$ cat src/pkg/cag_defs.svh
// Constants for the CPU address generation block.
// Assumes inclusion by bare name from the package and the design modules.
// Functional notes
// [RQ1] Sequential fetch advances the program counter by instruction byte length.
// [RQ2] Relative branch adds displacement to the next instruction's address.
// [RQ3] Displacement is signed two's complement, bit 7 sign, -128 to +127.
// [RQ4] Sign extension fills upper bits with copies of the sign bit.
// [RQ5] Short unconditional and all conditional branches use relative targets.
// [RQ6] Absolute 16-bit call and branch load the immediate target directly.
// [RQ7] Short fixed call targets only the region 0800H to 0FFFH.
// [RQ8] Table call takes opcode bits 1 to 5 to pick a vector at 40H-7FH.
// [RQ9] Register-indirect branch copies pair AX into the program counter.
// [RQ10] Unsigned multiply takes A as multiplicand and writes product to AX.
// [RQ11] Unsigned word divide reads dividend from AX and writes quotient to AX.
// [RQ12] Decimal adjust and nibble rotates implicitly operate on register A.
// [RQ13] Register operand chosen from both bank flags plus the register code.
// [RQ14] X,A,C,B,E,D,L,H map to indices 0-7; AX,BC,DE,HL to pairs 0-3.
// [RQ15] Direct addressing uses the 16-bit immediate as effective address.
// [RQ16] Short direct reaches a fixed 256-byte window FE20H through FF1FH.
// [RQ17] Short direct bit 8 is 0 for fields 20H-FFH, 1 for 00H-1FH.
// [RQ18] FE20H-FEFFH is high-speed RAM, FF00H-FF1FH is special registers.
// [RQ19] External access area is reachable only through direct addressing.
// [RQ20] Special register addressing reaches FF00H-FFCFH and FFE0H-FFFFH only.
// [RQ21] Short direct forces bits 15 to 9 to ones, low byte from field.
`ifndef CAG_DEFS_SVH
`define CAG_DEFS_SVH

`define CAG_PC_RESET 16'h0000
`define CAG_FIXED_CALL_BASE 16'h0800
`define CAG_VECTOR_BASE 16'h0040
`define CAG_SHORT_HI_BITS 7'h7f
`define CAG_SHORT_SFR_LIMIT 8'h20
`define CAG_RAM_LO 16'hfe20
`define CAG_RAM_HI 16'hfeff
`define CAG_SFR_LO 16'hff00
`define CAG_SFR_TOP 8'hff
`define CAG_EXT_LO 8'hd0
`define CAG_EXT_HI 8'hdf
`define CAG_BANK_SHIFT 5
`define CAG_REG_A 3'h1
`define CAG_PAIR_AX 2'h0
`define CAG_LEN_MIN 3'h1
`define CAG_LEN_MAX 3'h4

`endif

$ cat src/pkg/cag_pkg.sv
// Types for the CPU address generation block.
// Assumes the constants header sits on the include path.
`include "cag_defs.svh"

package cag_pkg;

    // Program counter source per executed instruction
    typedef enum logic [2:0] {
        CAG_PC_SEQ,
        CAG_PC_REL,
        CAG_PC_ABS16,
        CAG_PC_FIXED11,
        CAG_PC_VECTOR,
        CAG_PC_REG_AX
    } cag_pc_mode_t;

    // Operand addressing kind
    typedef enum logic [2:0] {
        CAG_OP_NONE,
        CAG_OP_IMPLIED,
        CAG_OP_REG8,
        CAG_OP_REG16,
        CAG_OP_DIRECT,
        CAG_OP_SHORT,
        CAG_OP_SFR
    } cag_op_mode_t;

    // Implied-operand instruction classes
    typedef enum logic [2:0] {
        CAG_IMP_MULTIPLY,
        CAG_IMP_DIVIDE,
        CAG_IMP_ADJUST_ADD,
        CAG_IMP_ADJUST_SUB,
        CAG_IMP_ROTATE_RIGHT,
        CAG_IMP_ROTATE_LEFT
    } cag_imp_op_t;

    // Memory region the operand address lands in
    typedef enum logic [1:0] {
        CAG_REGION_MEMORY,
        CAG_REGION_HS_RAM,
        CAG_REGION_SFR,
        CAG_REGION_REG_BANK
    } cag_region_t;

    // Decoded instruction fields presented by the sequencer
    typedef struct packed {
        logic [2:0] length;
        logic [7:0] opcode;
        logic [7:0] branch_displacement;
        logic [15:0] imm16;
        logic [10:0] imm11;
        logic [7:0] imm8;
        logic [2:0] reg_code;
        logic [1:0] pair_code;
    } cag_insn_t;

    // Operand address result
    typedef struct packed {
        logic [15:0] addr;
        cag_region_t region;
        logic is_pair;
        logic writes_pair;
        logic illegal;
    } cag_operand_t;

endpackage

$ cat src/rtl/cag_pc_target.sv
// Combinational branch target former for the program counter.
// Assumes the vector word has already been fetched from the table.
`include "cag_defs.svh"
`timescale 1ns/100ps
`default_nettype none

module cag_pc_target
    import cag_pkg::*;
(
    // Current state
    input wire logic [15:0] pc,
    input wire cag_pc_mode_t mode,
    input wire cag_insn_t insn,
    // Sources
    input wire logic [15:0] pair_ax,
    input wire logic [15:0] vector_word,
    // Result
    output logic [15:0] target,
    output logic [15:0] vector_addr
);
    logic [15:0] next_seq;
    logic [15:0] disp_ext;

    // [RQ1] Advance by length
    assign next_seq = pc + {13'h0000, insn.length};
    // [RQ3] [RQ4] Sign extension
    assign disp_ext = {{8{insn.branch_displacement[7]}}, insn.branch_displacement};
    // [RQ8] Vector slot pick
    assign vector_addr = `CAG_VECTOR_BASE | {10'h000, insn.opcode[5:1], 1'b0};

    always_comb begin
        case (mode)
            // [RQ2] [RQ5] Relative target
            CAG_PC_REL: target = next_seq + disp_ext;
            // [RQ6] Absolute load
            CAG_PC_ABS16: target = insn.imm16;
            // [RQ7] Fixed area call
            CAG_PC_FIXED11: target = `CAG_FIXED_CALL_BASE | {5'h00, insn.imm11};
            // [RQ8] Vector load
            CAG_PC_VECTOR: target = vector_word;
            // [RQ9] Pair AX copy
            CAG_PC_REG_AX: target = pair_ax;
            default: target = next_seq;
        endcase
    end

endmodule

`default_nettype wire

$ cat src/rtl/cag_operand_addr.sv
// Combinational operand effective address former.
// Assumes the general registers sit in a bank area addressed by index.
`include "cag_defs.svh"
`timescale 1ns/100ps
`default_nettype none

module cag_operand_addr
    import cag_pkg::*;
(
    // Selection
    input wire cag_op_mode_t mode,
    input wire cag_insn_t insn,
    input wire logic bank_select_low,
    input wire logic bank_select_high,
    input wire cag_imp_op_t imp_op,
    // Result
    output cag_operand_t result
);
    logic [1:0] bank;
    logic [15:0] bank_base;

    // [RQ13] Bank from both flags
    assign bank = {bank_select_high, bank_select_low};
    assign bank_base = {11'h000, bank, 3'h0} << 1;

    always_comb begin
        result = '0;
        result.region = CAG_REGION_MEMORY;
        case (mode)
            CAG_OP_IMPLIED: begin
                result.region = CAG_REGION_REG_BANK;
                // [RQ10] [RQ11] [RQ12] Implied accumulator
                if (imp_op == CAG_IMP_MULTIPLY || imp_op == CAG_IMP_DIVIDE) begin
                    result.addr = bank_base | {14'h0000, `CAG_PAIR_AX};
                    result.is_pair = 1'b1;
                    result.writes_pair = 1'b1;
                end else begin
                    result.addr = bank_base | {13'h0000, `CAG_REG_A};
                end
            end
            CAG_OP_REG8: begin
                // [RQ13] [RQ14] Byte register index
                result.region = CAG_REGION_REG_BANK;
                result.addr = bank_base | {13'h0000, insn.reg_code};
            end
            CAG_OP_REG16: begin
                // [RQ14] Pair index
                result.region = CAG_REGION_REG_BANK;
                result.addr = bank_base | {13'h0000, insn.pair_code, 1'b0};
                result.is_pair = 1'b1;
            end
            CAG_OP_DIRECT: begin
                // [RQ15] [RQ19] Full 16-bit reach
                result.addr = insn.imm16;
                if (insn.imm16 >= `CAG_RAM_LO && insn.imm16 <= `CAG_RAM_HI) begin
                    result.region = CAG_REGION_HS_RAM;
                end else if (insn.imm16 >= `CAG_SFR_LO) begin
                    result.region = CAG_REGION_SFR;
                end
            end
            CAG_OP_SHORT: begin
                // [RQ16] [RQ17] [RQ21] Short window
                result.addr = {`CAG_SHORT_HI_BITS,
                               (insn.imm8 < `CAG_SHORT_SFR_LIMIT), insn.imm8};
                // [RQ18] Window split
                if (insn.imm8 < `CAG_SHORT_SFR_LIMIT) begin
                    result.region = CAG_REGION_SFR;
                end else begin
                    result.region = CAG_REGION_HS_RAM;
                end
            end
            CAG_OP_SFR: begin
                // [RQ20] [RQ19] External area refused
                result.addr = {`CAG_SFR_TOP, insn.imm8};
                result.region = CAG_REGION_SFR;
                result.illegal = (insn.imm8 >= `CAG_EXT_LO && insn.imm8 <= `CAG_EXT_HI);
            end
            default: begin
                result.addr = 16'h0000;
            end
        endcase
    end

endmodule

`default_nettype wire

$ cat src/rtl/cag_top.sv
// Address generation core: program counter and operand address registers.
// Assumes the sequencer presents decoded fields with a one-cycle step strobe.
`include "cag_defs.svh"
`timescale 1ns/100ps
`default_nettype none

module cag_top
    import cag_pkg::*;
(
    // Clock and reset
    input wire logic mclk,
    input wire logic reset_n,
    // Instruction step
    input wire logic step,
    input wire cag_insn_t insn,
    input wire cag_pc_mode_t pc_mode,
    input wire cag_op_mode_t op_mode,
    input wire cag_imp_op_t imp_op,
    // Register state
    input wire logic bank_select_low,
    input wire logic bank_select_high,
    input wire logic [15:0] pair_ax,
    input wire logic [15:0] vector_word,
    // Results
    output logic [15:0] pc,
    output logic [15:0] vector_addr,
    output cag_operand_t operand,
    output logic length_error
);
    logic [15:0] pc_ff;
    logic [15:0] vec_ff;
    cag_operand_t op_ff;
    logic len_err_ff;
    logic [15:0] nxt_pc;
    logic [15:0] nxt_vec;
    cag_operand_t nxt_op;
    logic len_bad;

    cag_pc_target u_target (
        .pc(pc_ff),
        .mode(pc_mode),
        .insn(insn),
        .pair_ax(pair_ax),
        .vector_word(vector_word),
        .target(nxt_pc),
        .vector_addr(nxt_vec)
    );

    cag_operand_addr u_operand (
        .mode(op_mode),
        .insn(insn),
        .bank_select_low(bank_select_low),
        .bank_select_high(bank_select_high),
        .imp_op(imp_op),
        .result(nxt_op)
    );

    // Lengths outside 1..4 would stall or skip code
    assign len_bad = (insn.length < `CAG_LEN_MIN) || (insn.length > `CAG_LEN_MAX);

    // [RQ1] Program counter update
    always_ff @(posedge mclk) begin
        if (!reset_n) begin
            pc_ff <= `CAG_PC_RESET;
        end else if (step && !len_bad) begin
            pc_ff <= nxt_pc;
        end
    end

    // [RQ8] Vector fetch address
    always_ff @(posedge mclk) begin
        if (!reset_n) begin
            vec_ff <= 16'h0000;
        end else if (step) begin
            vec_ff <= nxt_vec;
        end
    end

    always_ff @(posedge mclk) begin
        if (!reset_n) begin
            op_ff <= '0;
        end else if (step) begin
            op_ff <= nxt_op;
        end
    end

    always_ff @(posedge mclk) begin
        if (!reset_n) begin
            len_err_ff <= 1'b0;
        end else if (step) begin
            len_err_ff <= len_bad;
        end
    end

    assign pc = pc_ff;
    assign vector_addr = vec_ff;
    assign operand = op_ff;
    assign length_error = len_err_ff;

endmodule

`default_nettype wire

$ cat config.mk
export PLATFORM = sky130hd
export DESIGN_NAME = cag_top
export DESIGN_NICKNAME = d
export VERILOG_FILES = /design/src/pkg/cag_pkg.sv /design/src/rtl/cag_pc_target.sv /design/src/rtl/cag_operand_addr.sv /design/src/rtl/cag_top.sv
export VERILOG_INCLUDE_DIRS = /design/src /design/src/pkg
export SDC_FILE = /design/constraint.sdc
export NUM_CORES = 1
export LEC_CHECK = 0
export BUFFER_PORTS_ARGS = -buffer_cell sky130_fd_sc_hd__buf_2
export CAP_MARGIN = 20
export CORE_AREA = 10 10 88 109
export DETAILED_ROUTE_END_ITERATION = 10
export DIE_AREA = 0 0 98 119
export HOLD_SLACK_MARGIN = 0.12
export MAX_ROUTING_LAYER = met4
export PLACE_DENSITY = 0.85
export SLEW_MARGIN = 0
export SYNTH_ARGS = -nofsm -noshare
export SYNTH_HDL_FRONTEND = slang
export SYNTH_SLANG_ARGS = --single-unit
$ cat constraint.sdc
create_clock -name mclk -period 6.6 [get_ports mclk]
set_input_delay 0.99 -clock mclk [delete_from_list [all_inputs] [get_ports mclk]]
set_output_delay 0.99 -clock mclk [all_outputs]
set_load 0.01 [all_outputs]
### Word level (Yosys, flattened, before mapping)

Index checks and enable logic that the tools add are counted.

* add/sub/neg operators: 2
* multiply operators: 0
* divide/modulo/power cells: 0
* order comparisons: 8
* eq/ne operators: 12
* shift operators: 0
* muxes and demuxes: 11
* bitwise logic cells: 2
* reduce and logical (&&, ||, !) cells: 8

Operator list (number)
* 16-bit case mux with 6 select lines: 1
* 16-bit case mux with 5 select lines: 1
* 16-bit >= comparator, second input constant: 2
* 16-bit adder: 1
* 16-bit by 3-bit adder with 16-bit output: 1
* 16-bit <= comparator, second input constant: 1
* 3-bit equality test, second input constant: 5
* 3-bit by 2-bit equality test with 1-bit output, second input constant: 4
* 6-bit by 3-bit OR with 6-bit output: 2
* 3-bit by 1-bit equality test with 1-bit output, second input constant: 3
* 8-bit >= comparator, second input constant: 1
* 8-bit <= comparator, second input constant: 1
* 8-bit by 6-bit < comparator with 1-bit output, second input constant: 1
* 2-bit 2-to-1 mux: 4
* 2-bit case mux with 4 select lines: 1
* 3-bit greater-than comparator, second input constant: 1
* 1-bit logical AND: 3
* 3-bit zero test: 1
* 3-bit by 1-bit < comparator with 1-bit output, second input constant: 1
* 1-bit 2-to-1 mux: 3
* 3-bit OR reduction: 1
* 1-bit logical OR: 2
* 1-bit case mux with 2 select lines: 1
* 1-bit zero test: 1

* bits in registers: 44
* latch bits: 0
* RAM bits: 0
* bits in read-only memories: 0
* input bits: 105
* output and inout bits: 54
* logic and storage cells: 51
* memories kept: 0

### Depth between registers and ports, before layout

Gate-level depths: netlist of the first run.

* depth in word-level cells: 4
* gate-level depth with buffers: 14
* gate-level depth less buffers: 14

### Modules after synthesis

From an unflattened synthesis of the first run, not the netlist that was laid out.

* cell total of the unflattened synthesis: 602
* area total of the unflattened synthesis: 4775.8 µm²

Modules (own cells, without submodules)
* cag_pc_target: instances 1, cells each 335, area an instance 2147.1 µm², sequential area each 0.0 µm²
* cag_top: instances 1, cells each 195, area an instance 2070.7 µm², sequential area each 1081.0 µm²
* cag_operand_addr: instances 1, cells each 72, area an instance 558.0 µm², sequential area each 0.0 µm²

### Worst setup path before layout of the first run

No wires, ideal clock.

* path kind: input to register
* from: in insn[58] (netlist bit)
* to: reg pc_ff[14] (netlist: pc[14])
* library setup time: 127 ps
* arrival: 3453 ps
* data required time: 6473 ps
* path slack: 3020 ps
* stages: 12
* buffers on the path: 0
* path through: ha_1 > a21oi_1 > a21oi_2 > nor2b_1 > or2_1 > ha_1 > a2111o_1 > o221ai_2 > nand4b_1 > a31oi_1 > xor2_1 > o21ai_0

* longest elaborated chain between the ends: 4
* elaborated cells on any way between the ends: 8
* classes of those cells: add/sub: 2; order compare: 2; mux: 1; reduce/logical: 3

Ends and longest elaborated chain
* from (decl): line cag_top.sv:15 `input wire cag_insn_t insn,`
* parallel branches: the longest is 4 deep, another holds 16-bit by 3-bit adder with 16-bit output
* to (signal assigned): line cag_top.sv:64 `` pc_ff <= `CAG_PC_RESET; ``
* to (signal assigned): line cag_top.sv:66 `pc_ff <= nxt_pc;`
* to (decl): line cag_top.sv:30 `logic [15:0] pc_ff;`

Several ways; the timed one is not identified.
A chain may end at the register's enable or synchronous reset.

### Worst setup path in the final report of the first run

Ends and elaborated chain as after synthesis.

==> flow_summary.toml, run 1 <==
[final_layout]
nets = 764
seq_area_um2 = 881
drive_above_1_share_pct = 25.8
n_fill_cell = 683
area_growth_pct = 20.5
final_area_mm2 = 0.00469
multiInputGateArea_mm2 = 0.00277

[clock_network]
htreeDepth = 2
cts_setup_buffers = 0
clockBufferDepth = 2
cts_tree = "done"
clkLatencyLatePin_ns = 0.30
cts_root_buf = "clkbuf_8"
clock_sinks = 44
cts_resized = 0
cts_buffers = 5
holdBufCountCts = 0
clkTransAtPathRegs_ns = 0.10

[min_path]
hold_class = "reg -> reg"

[power]
ir_drop_mv = 0.119
p_leak_uw = 0.00210
power.total_uw = 803
power_density_mw_per_mm2 = 171

[yosys]
synth_area_per_cell_um2 = 7.51
synth_cell_type_count = 64
yosysTopAreaCell = "dfxtp_1"
yosys-top-cells-count = "a21oi_1 (52), dfxtp_1 (44), nand2_1 (37), nor2_1 (36), o22ai_1 (25)"
synthCells = 518
ys_seq_area_share_pct = 22.7
netlist.area_leader.share_pct = 22.7
synth_edf_count = 0
syn_area_mm2 = 0.00389
yosysMostFrequentCell = "a21oi_1"
synth_flop_cell = "dfxtp_1"
synthTopCellsByArea = "dfxtp_1 (23%), a21oi_1 (6.7%), ha_1 (6.1%)"
synthArstFlopShare_pct = 0
synth_warnings = 0
ys_ff_latch = 44

[drt]
drc = 0
via_per_inst = 6.23
wl_met3_um = 1270
firstDrtPassIters = 7
vias = 4577
wl_um = 14000
ant_nets = 0
met2RoutedLength_um = 6830
wl_per_cell_um = 19.1
wl_met1_um = 5450
first_iter_violations = 370
top_layer = "met4"

[critical_path]
cp_max_fo = 6
worstSetupPathType = "in -> reg"
cp.arrival_ns = 3.94
critPathRequiredTime_ns = 6.79
critPathLaunchType = "input pin"
cp-end-kind = "flip-flop"

[floorplanning]
initial_core_util_pct = 51.1
dieHeight_um = 119
rows = 36
dieArea_mm2 = 0.0117
fp.coreArea_mm2 = 0.00761
die_w_um = 98
ioPinCount = 159

[grt]
overflow = 0
grt_pass1_vias = 4635
grt_pass1_wl_um = 22100
antenna_found_initial = 1
grt_start_max_net_pins = 48
grt.total_usage_pct = 22.8

[place]
place_congestion = 0.905
port_buffers = 144
place_worst_setup_slack_ns = 2.57
place_area_mm2 = 0.00456
hpwl_um = 11100

[timing]
finClkSkew_ns = 0.00788
slew-limit-headroom_pct = 40.5
fmax_mhz = 267
hold_viol = 0
drv_slew = 0
period_needed_ns = 3.75
setup_viol = 0
finalSetupTns_ns = 0
worst_pin_slew_ns = 0.891
fin_crit_sh_pct = 56.8
rsz0062_at_grt = "no"
fin_ws_ns = 2.85

[outcome]
status = "finished clean"

[flow_run]
max_cap_violations = 0
==> final cells by class <==
type | count | area share [%]
Antenna cell | 1 | 0.0534
Clock buffer | 5 | 1.47
Clock inverter | 3 | 0.988
Inverter | 20 | 1.60
Multi-Input combinational cell | 422 | 59.0
Sequential cell | 44 | 18.8
Tap cell | 95 | 2.54
Timing Repair Buffer | 145 | 15.5
==> path summary, 6_finish.rpt <==
path / from / end / slack (ns) / cells after the start
max: insn[58] / pc[14] / 2.85 / 13
min: vector_addr[6] / vector_addr[6] / 0.47 / 1
max reg2reg: pc[0] / pc[13] / 3.30 / 14
min reg2reg: vector_addr[6] / vector_addr[6] / 0.47 / 1
==> sequential cells by signal (all words and copies together) (netlist names) <==
name,count
vector_addr,6
operand,21
pc,16
length_error,1
==> kinds of logic after synthesis <==
group	share of synthesized area, %
buffers and inverters	7.11
AO/OA/AOI/OAI	34.0
multiplexers	3.60
flip-flops	22.7
adder cells (fa/ha/maj)	7.14
other	0.0964
XOR/XNOR	5.18
AND/OR/NAND/NOR	20.2
==> critical path, cell delays in order <==
cell and delay (ns):
buf_2 0.11, ha_1 0.34, a21oi_1 0.31, a21oi_2 0.18, nor2b_1 0.17, or2_1 0.22, ha_1 0.33, a2111o_1 0.46
o221ai_2 0.22, nand4b_1 0.14, a31oi_1 0.23, xor2_1 0.16, o21ai_0 0.08
==> stage by stage <==
step,std cells,hold slack (ns),utilization [%]
floorplan,527,0.490,-
global placement,725,0.436,59.9
detailed placement,725,0.446,59.9
CTS,733,0.472,61.4
global route,735,0.487,61.6
finish,735,0.468,61.6
==> where the power goes <==
group | total, µW | switching, µW | internal [µW] | leakage, µW
clock network | 222 | 108 | 114 | 0.0000548
logic | 284 | 164 | 120 | 0.00169
registers | 297 | 15.5 | 282 | 0.000361
total | 803 | 287 | 516 | 0.00210
==> layout by cell type (no fill, tap or decap), types with 12 or more instances in the layout <==
| cell type | synthesis | final |
|---|---|---|
| o21ai_0 | 21 | 21 |
| ha_1 | 19 | 19 |
| inv_1 | 16 | 16 |
| a21oi_1 | 52 | 52 |
| o21a_1 | 12 | 12 |
| nor2b_1 | 18 | 18 |
| buf_2 | 8 | 144 |
| dfxtp_1 | 44 | 44 |
| o22ai_1 | 25 | 25 |
| nand2_1 | 37 | 37 |
| mux2i_1 | 14 | 14 |
| nor2_1 | 36 | 36 |
| xnor2_1 | 17 | 17 |
| nand3_1 | 16 | 16 |
==> metal layers <==
layer,up-vias,GRT usage [%]
li1,2138,-
met1,2118,25.1
met2,275,37.9
met3,46,5.73
met4,0,10.1
met5,-,-
Power figures use the tool's default switching activity.
==> run 2: changes to the inputs <==
--- a/config.mk
+++ b/config.mk
@@ -8,12 +8,12 @@
 export LEC_CHECK = 0
 export BUFFER_PORTS_ARGS = -buffer_cell sky130_fd_sc_hd__buf_2
 export CAP_MARGIN = 20
-export CORE_AREA = 10 10 88 109
+export CORE_AREA = 10 10 90 112
 export DETAILED_ROUTE_END_ITERATION = 10
-export DIE_AREA = 0 0 98 119
+export DIE_AREA = 0 0 100 122
 export HOLD_SLACK_MARGIN = 0.12
 export MAX_ROUTING_LAYER = met4
-export PLACE_DENSITY = 0.85
+export PLACE_DENSITY = 0.81
 export SLEW_MARGIN = 0
 export SYNTH_ARGS = -nofsm -noshare
 export SYNTH_HDL_FRONTEND = slang
==> constraint.sdc (replaced) <==
create_clock -name mclk -period 3.7 [get_ports mclk]
set_input_delay 0.555 -clock mclk [delete_from_list [all_inputs] [get_ports mclk]]
set_output_delay 0.555 -clock mclk [all_outputs]
set_load 0.01 [all_outputs]
==> flow_summary.toml, run 2 (synthesis gave the netlist of run 1 again) <==
[grt]
grt_pass1_vias = 4365
grt.total_usage_pct = 22.0
grt_pass1_wl_um = 21700
antenna_found_initial = 0
overflow = 0
grt_start_max_net_pins = 40

[final_layout]
largest_reg_flops = 21
layout_commonest_cell = "buf_2"
final_area_mm2 = 0.00472
post-route-util_pct = 58.9
area_growth_pct = 21.3
n_antenna_cell = 0
drive_above_1_share_pct = 26.3
nets = 768
layout_common_cells = "buf_2 (144), a21oi_1 (52), dfxtp_1 (44)"

[clock_network]
holdBufCountCts = 0
cts_resized = 0
cts_setup_buffers = 0
clock_sinks = 44
clkLatencyLatePin_ns = 0.31
cts_root_buf = "clkbuf_8"
cts_buffers = 5
htreeDepth = 2
clockBufferDepth = 2
cts_tree = "done"
clkTransAtPathRegs_ns = 0.10

[timing]
rsz0062_at_grt = "no"
worst_pin_slew_ns = 0.876
drv_slew = 0
slew-limit-headroom_pct = 41.5
setup_viol = 0
fmax_mhz = 296
fin_crit_sh_pct = 91.2
finalSetupTns_ns = 0
period_needed_ns = 3.38
hold_viol = 0
finClkSkew_ns = 0.00689

[floorplanning]
dieHeight_um = 122
dieArea_mm2 = 0.0122
die_w_um = 100
initial_core_util_pct = 48.6
rows = 37
ioPinCount = 159
fp.coreArea_mm2 = 0.00801

[drt]
via_per_inst = 6.02
firstDrtPassIters = 5
vias = 4454
first_iter_violations = 452
wl_per_cell_um = 18.9
ant_nets = 0
drc = 0
wl_um = 14000

[power]
power_density_mw_per_mm2 = 304
p_leak_uw = 0.00213
power.total_uw = 1430
ir_drop_mv = 0.164

[critical_path]
critPathRequiredTime_ns = 3.92
cp.arrival_ns = 3.60
cp_max_fo = 5
critPathLaunchType = "input pin"
worstSetupPathType = "in -> reg"
r2r_slack_ns = 0.34
cp-end-kind = "flip-flop"

[place]
place_congestion = 0.946
place_area_mm2 = 0.00460
port_buffers = 144
hpwl_um = 11100

[min_path]
hold_class = "reg -> reg"

[outcome]
status = "finished clean"

[flow_run]
max_cap_violations = 0
-- run 2: cell types whose count changed in the layout (fill, tap and decap cells not counted), sizes merged --
cell	previous run	this run
buf	145	149
diode	1	0
-- run 2: layer usage --
metal	global-route usage [%]	vias up	part of all wire, %
met3	4.93	22	10
met1	24.8	2063	38
met5	-	-	0
met4	5.49	0	1.7
met2	38.3	232	50
li1	-	2137	-
-- run 2: power by group --
group | internal, µW | leakage (µW) | switching (µW) | total (µW)
Clock | 204 | 0.0000548 | 189 | 392
Combinational | 216 | 0.00171 | 293 | 509
Sequential | 503 | 0.000361 | 28.1 | 531
Total | 922 | 0.00213 | 510 | 1430
-- run 2: per-stage QoR --
step,std cells,hold WS (ns),worst slack [ns]
2_1_floorplan,527,0.490,0.555
3_3_place_gp,732,0.437,0.191
3_5_place_dp,732,0.445,0.0869
4_1_cts,740,0.471,0.387
5_1_grt,740,0.479,0.0753
6_report,740,0.467,0.325
-- run 2: path summary, 6_finish.rpt --
check / start / endpoint / cells past startpoint
setup / recovery: insn[56] / pc[13] / 15
hold / removal: vector_addr[6] / vector_addr[6] / 1
setup reg to reg: pc[0] / pc[13] / 14
hold reg to reg: vector_addr[6] / vector_addr[6] / 1
-- run 2: worst max-delay path, cell delays in order --
cell and delay, ns:
buf_2 0.11, ha_1 0.22, fa_1 0.41, a21o_1 0.21
nor2b_2 0.20, nand4_1 0.15, xnor2_1 0.13, ha_1 0.38
nand2_1 0.07, o21ai_1 0.31, nand3_1 0.13, a211oi_1 0.26
a211oi_1 0.08, nor3b_1 0.16, o31ai_1 0.24
-- run 2: final cells by class --
class                      count  area (µm²)
fill                         752        3290
multi-input combinational    422        2770
sequential                    44         881
timing repair buffer         149         758
tap                           97         121
inverter                      20        75.1
clock buffer                   5        68.8
clock inverter                 3        46.3
==> run 3: changes to the inputs <==
==> constraint.sdc (replaced) <==
create_clock -name mclk -period 3.7 [get_ports mclk]
set_input_delay 0.37 -clock mclk [delete_from_list [all_inputs] [get_ports mclk]]
set_output_delay 0.37 -clock mclk [all_outputs]
set_load 0.01 [all_outputs]
==> flow_summary.toml, run 3 (synthesis gave the netlist of run 1 again) <==
[timing]
fin_crit_sh_pct = 89.4
worst_pin_slew_ns = 0.865
finalSetupTns_ns = 0
finClkSkew_ns = 0.00939
hold_slack_ns = 0.320
rsz0062_at_grt = "no"
drv_slew = 0
slew-limit-headroom_pct = 42.2
setup_viol = 0
hold_viol = 0
period_needed_ns = 3.31
fmax_mhz = 302

[outcome]
status = "finished clean"

[place]
hpwl_um = 11200
port_buffers = 144
place_congestion = 0.966

[floorplanning]
die_w_um = 100
ioPinCount = 159
dieHeight_um = 122
rows = 37
dieArea_mm2 = 0.0122
initial_core_util_pct = 48.6
fp.coreArea_mm2 = 0.00801

[critical_path]
regToRegStartpoint = "pc[0]"
cp_max_fo = 5
r2r_slack_ns = 0.39
slowest_stage = "dfxtp_1"
critPathLaunchType = "flip-flop"
worstSetupPathType = "reg -> reg"
worstRegToRegCells = 14
reg2reg_to = "pc[13]"
cp-end-kind = "flip-flop"
crit_chain = "ha_1 > fa_1 > a21o_1 > nor2b_2 > nand4_1 > xnor2_1 > ha_1 > nand2_1 > o21ai_1 > nand3_1 > a211oi_1 > a211oi_1 > nor3b_1 > o31ai_1"
cp.arrival_ns = 3.53
critPathRequiredTime_ns = 3.93
cp_slowest_stage_delay_ns = 0.39

[grt]
grtUsageMet3_pct = 5.55
grt_pass1_wl_um = 21800
grt.total_usage_pct = 22.1
antenna_found_initial = 0
grt_pass1_vias = 4407
overflow = 0
use_met1_pct = 24.6
grt_start_max_net_pins = 40
grt_util_met2_pct = 37.6
top_usage_layer = "met2"

[final_layout]
post-route-util_pct = 58.8
layout_commonest_cell = "buf_2"
nets = 767
drive_above_1_share_pct = 26.2
largest_reg_flops = 21
n_antenna_cell = 0
layout_common_cells = "buf_2 (144), a21oi_1 (52), dfxtp_1 (44)"
area_growth_pct = 21.1

[drt]
ant_nets = 0
vias = 4540
wl_um = 14100
firstDrtPassIters = 5
first_iter_violations = 385
drc = 0
wl_per_cell_um = 19.1
via_per_inst = 6.14

[clock_network]
clockBufferDepth = 2
clkLatencyLatePin_ns = 0.31
htreeDepth = 2
clock_sinks = 44
cts_tree = "done"
cts_buffers = 5
cts_resized = 0
cts_root_buf = "clkbuf_8"
holdBufCountCts = 0
clkTransAtPathRegs_ns = 0.10
cts_setup_buffers = 0

[power]
ir_drop_mv = 0.226
power_density_mw_per_mm2 = 303
p_leak_uw = 0.00212

[flow_run]
max_cap_violations = 0

[min_path]
holdPathEnd = "operand[15]"
hold_class = "in -> reg"
hp-start = "insn[34]"
hold_path_depth = 3
-- run 3: report_power, final --
| part | internal [µW] | switching [µW] |
|---|---|---|
| Sequential | 503 | 27.1 |
| Clock | 204 | 183 |
| Combinational | 215 | 293 |
| Total | 921 | 503 |
-- run 3: worst max-delay path: cells and delay by family (launching register included) --
kind | cells | cell delay, ns
AOI/OAI and AO/OA | 5 | 0.98
and+or+nand+nor | 5 | 0.87
adders and majority gates | 3 | 0.80
DFF | 1 | 0.39
xor gates and xnor gates | 1 | 0.20
-- run 3: layer usage --
layer / share of wire (%) / wire [µm]
met2: 49 / 6910
met4: 3.3 / 467
met3: 11 / 1500
met1: 37 / 5240
met5: 0 / 0
-- run 3: area by class of cell --
class / instances / area [µm²]
Clock buffer: 5 / 68.8
Multi-Input combinational cell: 422 / 2770
Tap cell: 97 / 121
Timing Repair Buffer: 148 / 751
Inverter: 20 / 75.1
Fill cell: 769 / 3300
Sequential cell: 44 / 881
Clock inverter: 3 / 46.3
-- run 3: worst max-delay path by stage --
stage	start	endpoint	slack (ns)	depth (start not counted)
final	pc[0]	pc[13]	0.39	14
after global routing	pc[0]	pc[13]	0.18	14
after CTS	pc[0]	pc[13]	0.44	14
after detailed placement	insn[58]	pc[14]	0.28	13
after global placement	insn[58]	pc[14]	0.39	13
after floorplan	insn[58]	pc[14]	0.74	12
-- run 3: stage by stage --
stage          area [µm²]  cells  setup slack (ns)  power [µW]
4_1_cts              4710    739             0.440        1430
6_report             4710    739             0.393        1420
5_1_grt              4710    739             0.175        1500
3_3_place_gp         4590    731             0.389        1030
3_5_place_dp         4590    731             0.279        1040
2_1_floorplan        3920    527             0.740         876
